<file path="src/logic/acl_pkg.sv">
package acl_pkg;

  // Characters the line handler reacts to
  localparam logic [7:0] CHAR_CR = 8'h0D;
  localparam logic [7:0] CHAR_BS = 8'h08;
  localparam logic [7:0] CHAR_SP = 8'h20;
  localparam logic [7:0] CHAR_COMMA = 8'h2C;
  localparam logic [7:0] CHAR_MINUS = 8'h2D;
  localparam logic [7:0] CHAR_ZERO = 8'h30;
  localparam logic [7:0] CHAR_NINE = 8'h39;
  localparam logic [7:0] CHAR_A = 8'h41;
  localparam logic [7:0] CHAR_Z = 8'h5A;

  // Mode entry and configuration register
  localparam logic [7:0] ENTER_TEXT_CMD = 8'h8B;
  localparam logic [7:0] MODE_CFG_INDEX = 8'h43;
  localparam logic [7:0] MODE_CFG_RESET = 8'h00;
  localparam int BOOT_TEXT_BIT = 0;
  localparam int ECHO_LINE_BIT = 4;
  localparam int ECHO_OFF_BIT = 5;

  // Reply status codes
  localparam logic [7:0] STAT_OK = 8'h64;
  localparam logic [7:0] STAT_BAD_CHECKSUM = 8'h01;
  localparam logic [7:0] STAT_BAD_CMD = 8'h02;
  localparam logic [7:0] STAT_BAD_TYPE = 8'h03;
  localparam logic [7:0] STAT_BAD_VALUE = 8'h04;
  localparam logic [7:0] STAT_LOCKED = 8'h05;
  localparam logic [7:0] STAT_UNAVAIL = 8'h06;

  // Line storage
  localparam int LINE_LEN = 32;
  localparam logic [5:0] LINE_MAX = 6'h20;
  localparam int DEC_DIGITS = 10;

  // Command numbers handed to the executor
  localparam logic [7:0] CMD_ROTATE_RIGHT = 8'h01;
  localparam logic [7:0] CMD_ROTATE_LEFT = 8'h02;
  localparam logic [7:0] CMD_MOTOR_HALT = 8'h03;
  localparam logic [7:0] CMD_USER_FUNC_BASE = 8'h40;

  // Keyword operand codes
  localparam logic [31:0] KW_ABSOLUTE = 32'h0000_0000;
  localparam logic [31:0] KW_RELATIVE = 32'h0000_0001;
  localparam logic [31:0] KW_COORD = 32'h0000_0002;

  typedef enum logic [1:0] {SP_NONE, SP_BIN, SP_RUN, SP_STOP} acl_special_t;

  typedef enum {ST_WAIT_ADDR, ST_SKIP, ST_COLLECT, ST_ECHO_LINE, ST_PARSE, ST_DISPATCH,
                ST_EXEC, ST_REPLY} acl_state_t;

  typedef enum {PH_LEAD, PH_MNEM, PH_ARGS} acl_phase_t;

  typedef enum {RP_HOST, RP_OWN, RP_SP1, RP_STAT, RP_SP2, RP_SIGN, RP_VAL, RP_CR} acl_rphase_t;

  typedef struct packed {
    logic [7:0] num;
    logic [7:0] kind;
    logic [7:0] motor;
    logic [31:0] value;
  } acl_cmd_t;

  typedef struct packed {
    logic [7:0] status;
    logic [31:0] value;
  } acl_result_t;

  typedef struct packed {
    logic ok;
    acl_special_t sp;
    logic [7:0] num;
  } acl_lookup_t;

  // Mnemonic text, last four characters packed right aligned
  function automatic acl_lookup_t acl_lookup(input logic [31:0] mn);
    acl_lookup_t r;
    r = '{ok: 1'b1, sp: SP_NONE, num: 8'h00};
    unique case (mn)
      32'h0052_4F52: r.num = CMD_ROTATE_RIGHT;
      32'h0052_4F4C: r.num = CMD_ROTATE_LEFT;
      32'h004D_5354: r.num = CMD_MOTOR_HALT;
      32'h004D_5650: r.num = 8'h04;
      32'h0053_4150: r.num = 8'h05;
      32'h0047_4150: r.num = 8'h06;
      32'h5354_4150: r.num = 8'h07;
      32'h5253_4150: r.num = 8'h08;
      32'h0053_4750: r.num = 8'h09;
      32'h0047_4750: r.num = 8'h0A;
      32'h5354_4750: r.num = 8'h0B;
      32'h5253_4750: r.num = 8'h0C;
      32'h0052_4653: r.num = 8'h0D;
      32'h0053_494F: r.num = 8'h0E;
      32'h0047_494F: r.num = 8'h0F;
      32'h0053_434F: r.num = 8'h1E;
      32'h0047_434F: r.num = 8'h1F;
      32'h0043_434F: r.num = 8'h20;
      32'h0042_494E: r.sp = SP_BIN;
      32'h0052_554E: r.sp = SP_RUN;
      32'h5354_4F50: r.sp = SP_STOP;
      default:
      begin
        if (mn[31:8] == 24'h0055_46 && mn[7:0] >= 8'h30 && mn[7:0] <= 8'h37)
          r.num = CMD_USER_FUNC_BASE + (mn[7:0] - CHAR_ZERO);
        else
          r.ok = 1'b0;
      end
    endcase
    return r;
  endfunction

endpackage

</file>
<file path="src/logic/acl_dec_digits.sv">
// Serial binary to decimal, one digit per clock, least significant first
module acl_dec_digits (
  input wire logic ref_clk,
  input wire logic rst,
  input wire logic start,
  input wire logic [31:0] value,
  output logic done_ff,
  output logic [3:0] count_ff,
  output logic [acl_pkg::DEC_DIGITS-1:0][3:0] digits_ff
);
  import acl_pkg::*;

  logic [31:0] rem_ff;
  logic [31:0] quot;
  logic [31:0] low;

  // Divider is wide but only one is needed; ten cycles worst case
  assign quot = rem_ff / 32'd10;
  assign low = rem_ff - quot * 32'd10;

  always_ff @(posedge ref_clk or posedge rst)
  begin
    if (rst)
    begin
      done_ff <= 1'b1;
      count_ff <= 4'h0;
      rem_ff <= 32'h0000_0000;
      digits_ff <= '0;
    end
    else if (start)
    begin
      done_ff <= 1'b0;
      count_ff <= 4'h0;
      rem_ff <= value;
    end
    else if (!done_ff)
    begin
      digits_ff[count_ff] <= low[3:0];
      count_ff <= count_ff + 4'h1;
      rem_ff <= quot;
      done_ff <= (quot == 32'h0000_0000); // Zero still yields one digit
    end
  end

endmodule

</file>
<file path="src/logic/acl_text_cmd.sv">
module acl_text_cmd (
  input wire logic ref_clk,
  input wire logic rst,
  input wire logic rx_valid,
  input wire logic [7:0] rx_char,
  input wire logic tx_ready,
  output logic tx_valid_ff,
  output logic [7:0] tx_char_ff,
  input wire logic bin_cmd_valid,
  input wire logic [7:0] bin_cmd_num,
  input wire logic [7:0] module_addr,
  input wire logic [7:0] host_addr,
  input wire logic [7:0] nv_mode_cfg,
  input wire logic gp_wr,
  input wire logic [7:0] gp_index,
  input wire logic [31:0] gp_wdata,
  output logic [7:0] mode_cfg_ff,
  output logic text_mode_ff,
  output logic cmd_valid_ff,
  output acl_pkg::acl_cmd_t cmd_ff,
  input wire logic exec_done,
  input wire acl_pkg::acl_result_t exec_result,
  output logic prog_start_ff,
  output logic prog_stop_ff
);
  import acl_pkg::*;

  acl_state_t state_ff;
  acl_phase_t phase_ff;
  acl_rphase_t rphase_ff;
  logic init_done_ff;
  logic bin_pending_ff;
  logic [7:0] buf_ff [LINE_LEN];
  logic [5:0] len_ff;
  logic [5:0] ptr_ff;
  logic [31:0] mn_ff, kw_ff, acc_ff;
  logic neg_ff, any_ff;
  logic [1:0] fidx_ff;
  logic [31:0] field_ff [3];
  logic [7:0] err_ff;
  logic [7:0] rstat_ff;
  logic [31:0] rval_ff;
  logic [3:0] em_ff;
  logic conv_start_ff;
  logic [31:0] conv_in;
  logic conv_done;
  logic [3:0] conv_count;
  logic [DEC_DIGITS-1:0][3:0] conv_digits;
  logic [7:0] own_letter, host_letter, pc, send_char;
  logic echo_imm, echo_line, rx_hit, can_send, send_req, sent, digits_ready, last_digit;
  logic is_digit, is_letter, field_end, parse_end, buf_wr;
  logic [31:0] kw_val, fval;
  logic kw_ok;
  acl_lookup_t lk;

  assign own_letter = CHAR_A + module_addr - 8'h01;
  assign host_letter = CHAR_A + host_addr - 8'h01;
  assign echo_imm = !mode_cfg_ff[ECHO_LINE_BIT] && !mode_cfg_ff[ECHO_OFF_BIT];
  assign echo_line = mode_cfg_ff[ECHO_LINE_BIT] && !mode_cfg_ff[ECHO_OFF_BIT];
  assign rx_hit = rx_valid && text_mode_ff;
  assign can_send = !tx_valid_ff || tx_ready;
  assign sent = send_req && can_send;
  assign digits_ready = conv_done && !conv_start_ff;
  assign last_digit = (em_ff + 4'h1 == conv_count);

  // Parser view of the line; past the end it sees the terminator
  assign pc = (ptr_ff >= len_ff) ? CHAR_CR : buf_ff[ptr_ff[4:0]];
  assign is_digit = pc >= CHAR_ZERO && pc <= CHAR_NINE;
  assign is_letter = pc >= CHAR_A && pc <= CHAR_Z;
  assign parse_end = state_ff == ST_PARSE && pc == CHAR_CR;
  assign field_end = state_ff == ST_PARSE && phase_ff == PH_ARGS && (pc == CHAR_COMMA || pc == CHAR_CR);
  assign lk = acl_lookup(mn_ff);

  // Keyword operands, only the trailing four letters are kept
  always_comb
  begin
    kw_ok = 1'b1;
    kw_val = KW_ABSOLUTE;
    unique case (kw_ff)
      32'h0041_4253: kw_val = KW_ABSOLUTE;
      32'h0052_454C: kw_val = KW_RELATIVE;
      32'h4F4F_5244: kw_val = KW_COORD;
      default: kw_ok = 1'b0;
    endcase
    fval = (kw_ff != 32'h0000_0000) ? kw_val : (neg_ff ? -acc_ff : acc_ff);
  end

  // Character to send this cycle; immediate echo goes out while the line is still coming in
  always_comb
  begin
    send_req = 1'b0;
    send_char = CHAR_CR;
    unique case (state_ff)
      ST_WAIT_ADDR, ST_COLLECT:
      begin
        send_req = rx_hit && echo_imm && (state_ff == ST_COLLECT || rx_char == own_letter);
        send_char = rx_char;
      end
      ST_ECHO_LINE:
      begin
        send_req = 1'b1;
        if (ptr_ff == 6'h00)
          send_char = own_letter;
        else if (ptr_ff <= len_ff)
          send_char = buf_ff[ptr_ff[4:0] - 5'h01];
      end
      ST_REPLY:
      begin
        send_req = !(rphase_ff == RP_STAT || rphase_ff == RP_VAL) || digits_ready;
        unique case (rphase_ff)
          RP_HOST: send_char = host_letter;
          RP_OWN: send_char = own_letter;
          RP_SP1, RP_SP2: send_char = CHAR_SP;
          RP_SIGN: send_char = CHAR_MINUS;
          RP_STAT, RP_VAL: send_char = CHAR_ZERO + {4'h0, conv_digits[conv_count - 4'h1 - em_ff]};
          RP_CR: send_char = CHAR_CR;
        endcase
      end
      ST_SKIP, ST_PARSE, ST_DISPATCH, ST_EXEC: ;
    endcase
  end

  // Transmit register; an immediate echo that meets a busy link is dropped
  always_ff @(posedge ref_clk or posedge rst)
  begin
    if (rst)
    begin
      tx_valid_ff <= 1'b0;
      tx_char_ff <= 8'h00;
    end
    else if (sent)
    begin
      tx_valid_ff <= 1'b1;
      tx_char_ff <= send_char;
    end
    else if (tx_ready)
      tx_valid_ff <= 1'b0;
  end

  // Line sequencing
  always_ff @(posedge ref_clk or posedge rst)
  begin
    if (rst)
    begin
      state_ff <= ST_WAIT_ADDR;
      ptr_ff <= 6'h00;
    end
    else
    begin
      unique case (state_ff)
        ST_WAIT_ADDR:
        begin
          ptr_ff <= 6'h00;
          if (rx_hit && rx_char == own_letter)
            state_ff <= ST_COLLECT;
          else if (rx_hit && rx_char != CHAR_CR)
            state_ff <= ST_SKIP;
        end
        ST_SKIP:
          if (rx_hit && rx_char == CHAR_CR)
            state_ff <= ST_WAIT_ADDR;
        ST_COLLECT:
          if (rx_hit && rx_char == CHAR_CR)
            state_ff <= echo_line ? ST_ECHO_LINE : ST_PARSE;
        ST_ECHO_LINE:
          if (sent)
          begin
            ptr_ff <= (ptr_ff > len_ff) ? 6'h00 : ptr_ff + 6'h01;
            if (ptr_ff > len_ff)
              state_ff <= ST_PARSE;
          end
        ST_PARSE:
        begin
          ptr_ff <= ptr_ff + 6'h01;
          if (parse_end)
            state_ff <= ST_DISPATCH;
        end
        ST_DISPATCH:
          state_ff <= (err_ff == 8'h00 && lk.ok && lk.sp == SP_NONE) ? ST_EXEC : ST_REPLY;
        ST_EXEC:
          if (exec_done)
            state_ff <= ST_REPLY;
        ST_REPLY:
          if (sent && rphase_ff == RP_CR)
            state_ff <= ST_WAIT_ADDR;
      endcase
    end
  end

  // Line storage with backspace editing
  assign buf_wr = state_ff == ST_COLLECT && rx_hit && rx_char != CHAR_CR && rx_char != CHAR_BS
                  && len_ff < LINE_MAX;
  always_ff @(posedge ref_clk or posedge rst)
  begin
    if (rst)
      len_ff <= 6'h00;
    else if (state_ff == ST_WAIT_ADDR)
      len_ff <= 6'h00;
    else if (state_ff == ST_COLLECT && rx_hit && rx_char == CHAR_BS && len_ff != 6'h00)
      len_ff <= len_ff - 6'h01;
    else if (buf_wr)
      len_ff <= len_ff + 6'h01;
  end

  genvar gi;
  generate
    for (gi = 0; gi < LINE_LEN; gi++)
    begin : g_line
      always_ff @(posedge ref_clk or posedge rst)
      begin
        if (rst)
          buf_ff[gi] <= 8'h00;
        else if (buf_wr && len_ff == 6'(gi))
          buf_ff[gi] <= rx_char;
      end
    end
  endgenerate

  // Mnemonic and operand scanning, one character per clock
  always_ff @(posedge ref_clk or posedge rst)
  begin
    if (rst)
    begin
      phase_ff <= PH_LEAD;
      mn_ff <= 32'h0000_0000;
      kw_ff <= 32'h0000_0000;
      acc_ff <= 32'h0000_0000;
      neg_ff <= 1'b0;
      any_ff <= 1'b0;
      fidx_ff <= 2'h0;
      err_ff <= 8'h00;
      for (int i = 0; i < 3; i++)
        field_ff[i] <= 32'h0000_0000;
    end
    else if (state_ff == ST_COLLECT)
    begin
      phase_ff <= PH_LEAD;
      mn_ff <= 32'h0000_0000;
      kw_ff <= 32'h0000_0000;
      acc_ff <= 32'h0000_0000;
      neg_ff <= 1'b0;
      any_ff <= 1'b0;
      fidx_ff <= 2'h0;
      err_ff <= 8'h00;
      for (int i = 0; i < 3; i++)
        field_ff[i] <= 32'h0000_0000;
    end
    else if (state_ff == ST_PARSE)
    begin
      unique case (phase_ff)
        PH_LEAD:
          if (pc != CHAR_SP && pc != CHAR_CR)
          begin
            phase_ff <= PH_MNEM;
            mn_ff <= {mn_ff[23:0], pc};
          end
        PH_MNEM:
          if (pc == CHAR_SP)
            phase_ff <= PH_ARGS;
          else if (pc != CHAR_CR)
            mn_ff <= {mn_ff[23:0], pc};
        PH_ARGS:
          if (field_end)
          begin
            if (any_ff || pc == CHAR_COMMA)
            begin
              if (fidx_ff == 2'h3 || (kw_ff != 32'h0000_0000 && !kw_ok))
                err_ff <= STAT_BAD_VALUE;
              else
                field_ff[fidx_ff] <= fval;
              fidx_ff <= (fidx_ff == 2'h3) ? fidx_ff : fidx_ff + 2'h1;
            end
            kw_ff <= 32'h0000_0000;
            acc_ff <= 32'h0000_0000;
            neg_ff <= 1'b0;
            any_ff <= 1'b0;
          end
          else if (is_digit)
          begin
            acc_ff <= {acc_ff[28:0], 3'h0} + {acc_ff[30:0], 1'b0} + {24'h0, pc - CHAR_ZERO};
            any_ff <= 1'b1;
          end
          else if (is_letter)
          begin
            kw_ff <= {kw_ff[23:0], pc};
            any_ff <= 1'b1;
          end
          else if (pc == CHAR_MINUS && !any_ff)
            neg_ff <= 1'b1;
          else if (pc != CHAR_SP)
            err_ff <= STAT_BAD_VALUE;
      endcase
    end
  end

  // Hand-off to the executor and program control strobes
  always_ff @(posedge ref_clk or posedge rst)
  begin
    if (rst)
    begin
      cmd_valid_ff <= 1'b0;
      cmd_ff <= '0;
      prog_start_ff <= 1'b0;
      prog_stop_ff <= 1'b0;
      bin_pending_ff <= 1'b0;
    end
    else
    begin
      cmd_valid_ff <= 1'b0;
      prog_start_ff <= 1'b0;
      prog_stop_ff <= 1'b0;
      if (state_ff == ST_WAIT_ADDR)
        bin_pending_ff <= 1'b0;
      if (state_ff == ST_DISPATCH && err_ff == 8'h00 && lk.ok)
      begin
        bin_pending_ff <= lk.sp == SP_BIN;
        prog_start_ff <= lk.sp == SP_RUN;
        prog_stop_ff <= lk.sp == SP_STOP;
        cmd_valid_ff <= lk.sp == SP_NONE;
        cmd_ff.num <= lk.num;
        if (lk.num == CMD_ROTATE_LEFT || lk.num == CMD_ROTATE_RIGHT || lk.num == CMD_MOTOR_HALT)
        begin
          cmd_ff.kind <= 8'h00;
          cmd_ff.motor <= field_ff[0][7:0];
          cmd_ff.value <= field_ff[1];
        end
        else
        begin
          cmd_ff.kind <= field_ff[0][7:0];
          cmd_ff.motor <= field_ff[1][7:0];
          cmd_ff.value <= field_ff[2];
        end
      end
    end
  end

  // Reply assembly: status then signed value, both as decimal text
  assign conv_in = (rphase_ff == RP_STAT) ? {24'h0, rstat_ff} // Start lands one phase late
                   : (rval_ff[31] ? -rval_ff : rval_ff);
  always_ff @(posedge ref_clk or posedge rst)
  begin
    if (rst)
    begin
      rphase_ff <= RP_HOST;
      rstat_ff <= STAT_OK;
      rval_ff <= 32'h0000_0000;
      em_ff <= 4'h0;
      conv_start_ff <= 1'b0;
    end
    else
    begin
      conv_start_ff <= 1'b0;
      if (state_ff == ST_DISPATCH)
      begin
        rphase_ff <= RP_HOST;
        rval_ff <= 32'h0000_0000;
        rstat_ff <= (err_ff != 8'h00) ? err_ff : (lk.ok ? STAT_OK : STAT_BAD_CMD);
      end
      else if (state_ff == ST_EXEC && exec_done)
      begin
        rstat_ff <= exec_result.status;
        rval_ff <= exec_result.value;
      end
      else if (state_ff == ST_REPLY && sent)
      begin
        em_ff <= 4'h0;
        unique case (rphase_ff)
          RP_HOST: rphase_ff <= RP_OWN;
          RP_OWN: rphase_ff <= RP_SP1;
          RP_SP1:
          begin
            rphase_ff <= RP_STAT;
            conv_start_ff <= 1'b1;
          end
          RP_STAT:
          begin
            em_ff <= em_ff + 4'h1;
            if (last_digit)
              rphase_ff <= RP_SP2;
          end
          RP_SP2:
          begin
            rphase_ff <= rval_ff[31] ? RP_SIGN : RP_VAL;
            conv_start_ff <= 1'b1;
          end
          RP_SIGN: rphase_ff <= RP_VAL;
          RP_VAL:
          begin
            em_ff <= em_ff + 4'h1;
            if (last_digit)
              rphase_ff <= RP_CR;
          end
          RP_CR: rphase_ff <= RP_HOST;
        endcase
      end
    end
  end

  acl_dec_digits u_dec (
    .ref_clk(ref_clk),
    .rst(rst),
    .start(conv_start_ff),
    .value(conv_in),
    .done_ff(conv_done),
    .count_ff(conv_count),
    .digits_ff(conv_digits)
  );

  // Mode and configuration; stored setting loads once after reset release
  always_ff @(posedge ref_clk or posedge rst)
  begin
    if (rst)
    begin
      init_done_ff <= 1'b0;
      mode_cfg_ff <= MODE_CFG_RESET;
      text_mode_ff <= 1'b0;
    end
    else if (!init_done_ff)
    begin
      init_done_ff <= 1'b1;
      mode_cfg_ff <= nv_mode_cfg;
      text_mode_ff <= nv_mode_cfg[BOOT_TEXT_BIT];
    end
    else
    begin
      if (gp_wr && gp_index == MODE_CFG_INDEX)
        mode_cfg_ff <= gp_wdata[7:0];
      if (!text_mode_ff && bin_cmd_valid && bin_cmd_num == ENTER_TEXT_CMD)
        text_mode_ff <= 1'b1;
      else if (state_ff == ST_REPLY && sent && rphase_ff == RP_CR && bin_pending_ff)
        text_mode_ff <= 1'b0;
    end
  end

endmodule

</file>
<file path="config.mk">
export PLATFORM = sky130hd
export DESIGN_NAME = acl_text_cmd
export DESIGN_NICKNAME = d
export VERILOG_FILES = /design/src/logic/acl_pkg.sv /design/src/logic/acl_dec_digits.sv /design/src/logic/acl_text_cmd.sv
export SDC_FILE = /design/constraint.sdc
export NUM_CORES = 2
export LEC_CHECK = 0
export BUFFER_PORTS_ARGS = -buffer_cell sky130_fd_sc_hd__clkbuf_2
export CAP_MARGIN = 15
export CELL_PAD_IN_SITES_DETAIL_PLACEMENT = 1
export CELL_PAD_IN_SITES_GLOBAL_PLACEMENT = 1
export CORE_MARGIN = 2
export CORE_UTILIZATION = 44
export DETAILED_ROUTE_END_ITERATION = 16
export PLACE_DENSITY = 0.8
export SYNTH_ARGS = -nofsm -noshare
export SYNTH_HDL_FRONTEND = slang
export SYNTH_SLANG_ARGS = --single-unit
</file>
<file path="constraint.sdc">
create_clock -name ref_clk -period 27.4 [get_ports ref_clk]
set_input_delay 1.37 -clock ref_clk [delete_from_list [all_inputs] [get_ports ref_clk]]
set_output_delay 1.37 -clock ref_clk [all_outputs]
set_load 0.005 [all_outputs]
</file>
== Word-level counts from Yosys, hierarchy flattened ==
Index checks and enable logic that the tools add are counted.
Cells by class
  add/sub/neg operators: 22
  $mul: 1
  div/mod/pow operators: 1
  $lt $le $gt $ge: 17
  eq/ne operators: 127
  mux-type cells: 143
  bitwise logic cells: 7
  reductions and logical operators: 137
Operator list (count)
  $mux 32: 43
  $eq 32x23->1 const B: 18
  $mux 96: 6
  $pmux 32 s8: 2
  $eq 32x3->1 const B: 11
  $eq 32x31->1 const B: 6
  $eq 32x4->1 const B: 6
  $mux 8: 23
  $eq 32x2->1 const B: 5
  $logic_not 32->1: 5
  $pmux 8 s19: 1
  $pmux 32 s2: 2
  $bwmux 96: 1
  $eq 32x1->1 const B: 3
  $eq 6x5->1 const B: 16
  $bmux 8 s5: 2
  $logic_and 1x1->1: 72
  $demux 32 s2: 1
  $neg 32->32: 2
  $eq 6x4->1 const B: 8
  $mux 48: 1
  $pmux 8 s6: 1
  $bwmux 40: 1
  $mux 1: 33
  other kinds (82): 186
Storage, ports and cells
  register bits after elaboration: 769
  input port bits: 127
  output and inout bits: 77
  logic and storage cells: 532

== Depth between registers and ports, before layout ==
  depth in word-level cells: 14
  mapped depth: 59
  mapped depth without buffers: 48

== Modules after synthesis ==
Synthesis repeated with hierarchy kept, for this count alone.
Second synthesis, totals
  cells, all modules: 3960
  area, all modules: 41379.7 um^2
By module, submodules not included
  acl_text_cmd: instances 1, cells each 2883, area an instance 33034.2 um^2, sequential area each 14342.5 um^2
  acl_dec_digits: instances 1, cells each 1077, area an instance 8345.5 um^2, sequential area each 1928.1 um^2

== Least setup slack after synthesis ==
Ideal clock, no wire load.
  path type: reg2reg
  start: reg u_dec.rem_ff[29]
  end: reg u_dec.digits_ff[11] in the netlist's numbering
  library setup time: 0.128 ns
  data arrival time: 12.990 ns
  data required time: 27.272 ns
  slack: 14.282 ns
  stages on the path, launching flop included: 57
  buffers on the path: 8
  clock period less this slack: 13.118 ns
  cells stage by stage: dfrtp_1 > nand2b_1 > or3_1 > a32oi_2 > buf_4 > a21oi_1 > o31ai_1 > nand3_1 > buf_2 > mux2i_1 > a2111oi_1 > o21bai_4 > a211oi_4 > o21ai_2 > and4_1 > or2_1 > buf_4 > a41o_1 > [21 not listed] > mux2_4 > mux2i_1 > o311ai_1 > a21oi_2 > ha_1 > nand2_1 > nand3_1 > o32a_1 > o2111ai_1 > o31ai_1 > a221oi_4 > ha_1 > inv_1 > fa_1 > xnor2_1 > xnor2_1 > xnor2_1 > mux2_1
On the way
  cells in the longest elaborated chain, start to end: 4
RTL lines
  start, declared: line acl_dec_digits.sv:13  | logic [31:0] rem_ff;
  start signal, assigned: line acl_dec_digits.sv:34  | rem_ff <= value;
  start signal, assigned: line acl_dec_digits.sv:40  | rem_ff <= quot;
  $div 32x4->32: line acl_dec_digits.sv:18  | assign quot = rem_ff / 32'd10;
  $mul 32x3->3: line acl_dec_digits.sv:19  | assign low = rem_ff - quot * 32'd10;
  $sub 4x4->4: line acl_dec_digits.sv:19
  $bwmux 40: line acl_dec_digits.sv:38  | digits_ff[count_ff] <= low[3:0];
  end signal, assigned by index: line acl_dec_digits.sv:38
  end, declared: line acl_dec_digits.sv:9  | output logic [acl_pkg::DEC_DIGITS-1:0][3:0] digits_ff
No other way between the ends.
A chain may end at the register's enable or synchronous reset.

== Final worst setup path ==
  start: reg u_dec.rem_ff[31]
  end: reg u_dec.digits_ff[15] in the netlist's numbering
The elaborated chain is that of the path after synthesis.

==> summary.md <==
| Metric | Value |
|---|---|
| Status | `finished clean` |
| # hold bufs at CTS | `0` |
| Area contributors post-synth | `dfrtp_1, mux4_2, mux2_2, nand2_1, o21ai_0` |
| H-tree Lvls | `3` |
| Max Slew Vio Count | `0` |
| Max-Cap Viols | `0` |
| Pwr Density | `56.7 nW/µm²` |
| Number of synthesized register bits | `650` |
| Worst-path maximum fanout | `13` |
| Die X | `303 µm` |
| Total number of vias | `31,400` |
| Remaining Overflow, GRT | `0` |
| DIE HEIGHT | `303 µm` |
| HP Class | `flop to flop` |
| Fin util | `0.495` |
| Post-CTS Setup Bufs | `0` |
| VDD IR-drop max | `50.0 µV` |
| Critical path endpoint category | `flop` |
| Worst slew pin tran | `1220 ps` |
| RSZ-0062 raised after global routing | `false` |
| Slowest cell on crit path | `a21oi_1` |
| Worst Clk Skew | `35.1 ps` |
| Post-cts sizing count | `0` |
| CTS tree | `yes` |
| Commonest cells in the netlist | `dfrtp_1, nand2_1, mux2_2, o21ai_0` |
| 1st-pass router iterations | `5` |
| CTS Buf Count | `75` |
| Core Box Area | `88,400 µm²` |
| Antenna Violating Nets Remaining | `0` |
| Asr flop ratio synth | `1.00` |
| Setup CP Type | `flop to flop` |
| Worst Path Required | `27,980 ps` |
| Total die area | `91,500 µm²` |
| Max-slew headroom | `0.184` |
| Final Cycle Share | `0.614` |
| Delay-heaviest family, CP | `compound AO/OA/AOI/OAI gates` |
| Worst EP arrival | `17,390 ps` |
| Cell taking the most area after synthesis | `dfrtp_1` |
| Final wirelength | `119,000 µm` |
| Setup crit start kind | `flop` |
| CTS Buffer Depth | `3` |
| CTS Sinks | `650` |
| Post-synth top area share | `0.412` |
| DRC | `0` |
| Final hold vios | `0` |
| Pin count of the biggest net entering global routing | `178` |
| Clk slew on worst S/H paths | `60 ps` |
| Leakage Power | `0.0197 µW` |
| Post-synth EDFFs | `0` |
| Drt wl/cell | `23.7 µm` |
| Vias in the first global route | `33,000` |
| Net Count, Synth | `3,983` |
| I/O Pins | `204` |
| Mapped cell area | `39,200 µm²` |
| # port buffers | `179` |
| Layout Area Growth over Synthesis | `11.6%` |
| Final min period | `16,820 ps` |
| Setup Total Neg Slack | `0 ps` |
| Register area share after synthesis | `0.415` |
| RD Place Congestion | `0.895` |
| Crit path largest cell delay | `720 ps` |
| Synth Instances | `3,756` |
| WP buf/inv | `1` |
| Mapped Avg Cell Area | `10.4 µm²` |
| Share of cells above drive strength 1 | `0.226` |
| Clock latency on the worst-skew pair | `660 ps` |
| GRT Total Usage | `0.262` |
| Row count | `109` |
| First-pass GRT wire length | `191,000 µm` |
| ANT cells | `0` |
| YS warnings | `0` |
| Initial drt markers | `2,282` |
| Vias/cell | `6.24` |
| Nets | `4,030` |
| Fmax | `0.0595 GHz` |
| Initial core utilization | `0.444` |
| Most frequent cell after synthesis | `dfrtp_1` |
| Final setup vio count | `0` |
| Initial antenna violation count | `3` |
| Top_reg_cell synth | `dfrtp_1` |
| Synth unique cells | `116` |
| Clock Tree Root | `clkbuf_16` |
| Detail Placement HPWL | `80,200 µm` |
## cell type report
| class | count | area (µm²) |
|---|---|---|
| clock buffers | 114 | 2320 |
| repair buffers | 225 | 1330 |
| fillers | 9614 | 44600 |
| inverters | 99 | 379 |
| clock inverters | 25 | 349 |
| flip-flops and latches | 650 | 16300 |
| well taps | 1165 | 1460 |
| multi-input cells | 2752 | 21600 |
## metal layers
| layer | global-route usage | part of all wire | up-vias |
|---|---|---|---|
| met2 | 0.431 | 0.48 | 962 |
| met5 | 0 | 0.00023 | - |
| li1 | - | - | 14100 |
| met4 | 0.107 | 0.039 | 4 |
| met3 | 0.0419 | 0.055 | 265 |
| met1 | 0.345 | 0.42 | 16100 |
## registers in the layout, indices dropped and copies added, names as in the netlist, 2 cells and up
name	count
buf_ff	256
field_ff	72
cmd_ff	56
u_dec.digits_ff	40
acc_ff	32
kw_ff	32
mn_ff	32
rval_ff	32
u_dec.rem_ff	32
mode_cfg_ff	8
rstat_ff	8
tx_char_ff	8
len_ff	6
ptr_ff	6
em_ff	4
u_dec.count_ff	4
rphase_ff	3
state_ff	3
fidx_ff	2
phase_ff	2
## layout by cell type, fill, tap and decap left out, types with 29 or more instances in the layout
cell	synthesis	routed
dfrtp_1	646	644
nand2_1	392	389
mux2_2	291	291
o21ai_0	290	290
nor2_1	206	204
clkbuf_2	1	179
nand3_1	171	171
mux4_2	168	168
a21oi_1	136	136
mux2i_1	92	92
ha_1	92	91
inv_1	90	89
xnor2_1	89	87
clkbuf_16	0	79
nor3_1	66	65
xor2_1	48	48
o31ai_1	44	43
a22o_1	39	39
nand2b_1	38	38
o22ai_1	39	38
buf_4	4	37
nand4_1	32	32
a31oi_1	29	29
## per-stage QoR
step	instance area, µm²	total power (µW)	std cells	setup slack (ps)	hold WS (ps)
floorplan	39200	1290	3756	7820	439
global placement	41000	1400	4884	11300	457
detailed placement	41000	1410	4884	10800	469
CTS	43700	2500	5023	10720	484
global route	43800	2570	5030	9430	510
finish	43800	2480	5030	10580	477
## worst min-delay path, stage by stage (launching register included)
cell and delay [ps]:
dfrtp_1 340, nand2_1 50, o21ai_0 60
## power breakdown
part / internal [µW] / total [µW] / switching, µW
logic: 133 / 363 / 230
clock network: 652 / 1080 / 430
registers: 988 / 1040 / 48.9
total: 1770 / 2480 / 709
## logic make-up after synthesis
group,Yosys count,share of synthesized area
AO/OA/AOI/OAI,832,0.141
XOR/XNOR,138,0.0312
adder cells (fa/ha/maj),103,0.0342
buffers and inverters,354,0.0350
flip-flops,650,0.415
multiplexers,563,0.208
other,1,0.0000956
AND/OR/NAND/NOR,1115,0.137
## worst paths after layout
kind                            cells past startpoint                   to  slack, ps             start
worst min register to register                      2           cmd_ff[18]        480        cmd_ff[18]
worst max register to register                     48  u_dec.digits_ff[15]      10580  u_dec.rem_ff[31]
min in group asynchronous                           2  u_dec.digits_ff[15]        880               rst
worst min-delay path                                2           cmd_ff[18]        480        cmd_ff[18]
worst max-delay path                               48  u_dec.digits_ff[15]      10580  u_dec.rem_ff[31]
max in group asynchronous                           4          buf_ff[169]      24160               rst
Note: power is estimated with default switching activity, not from simulation.
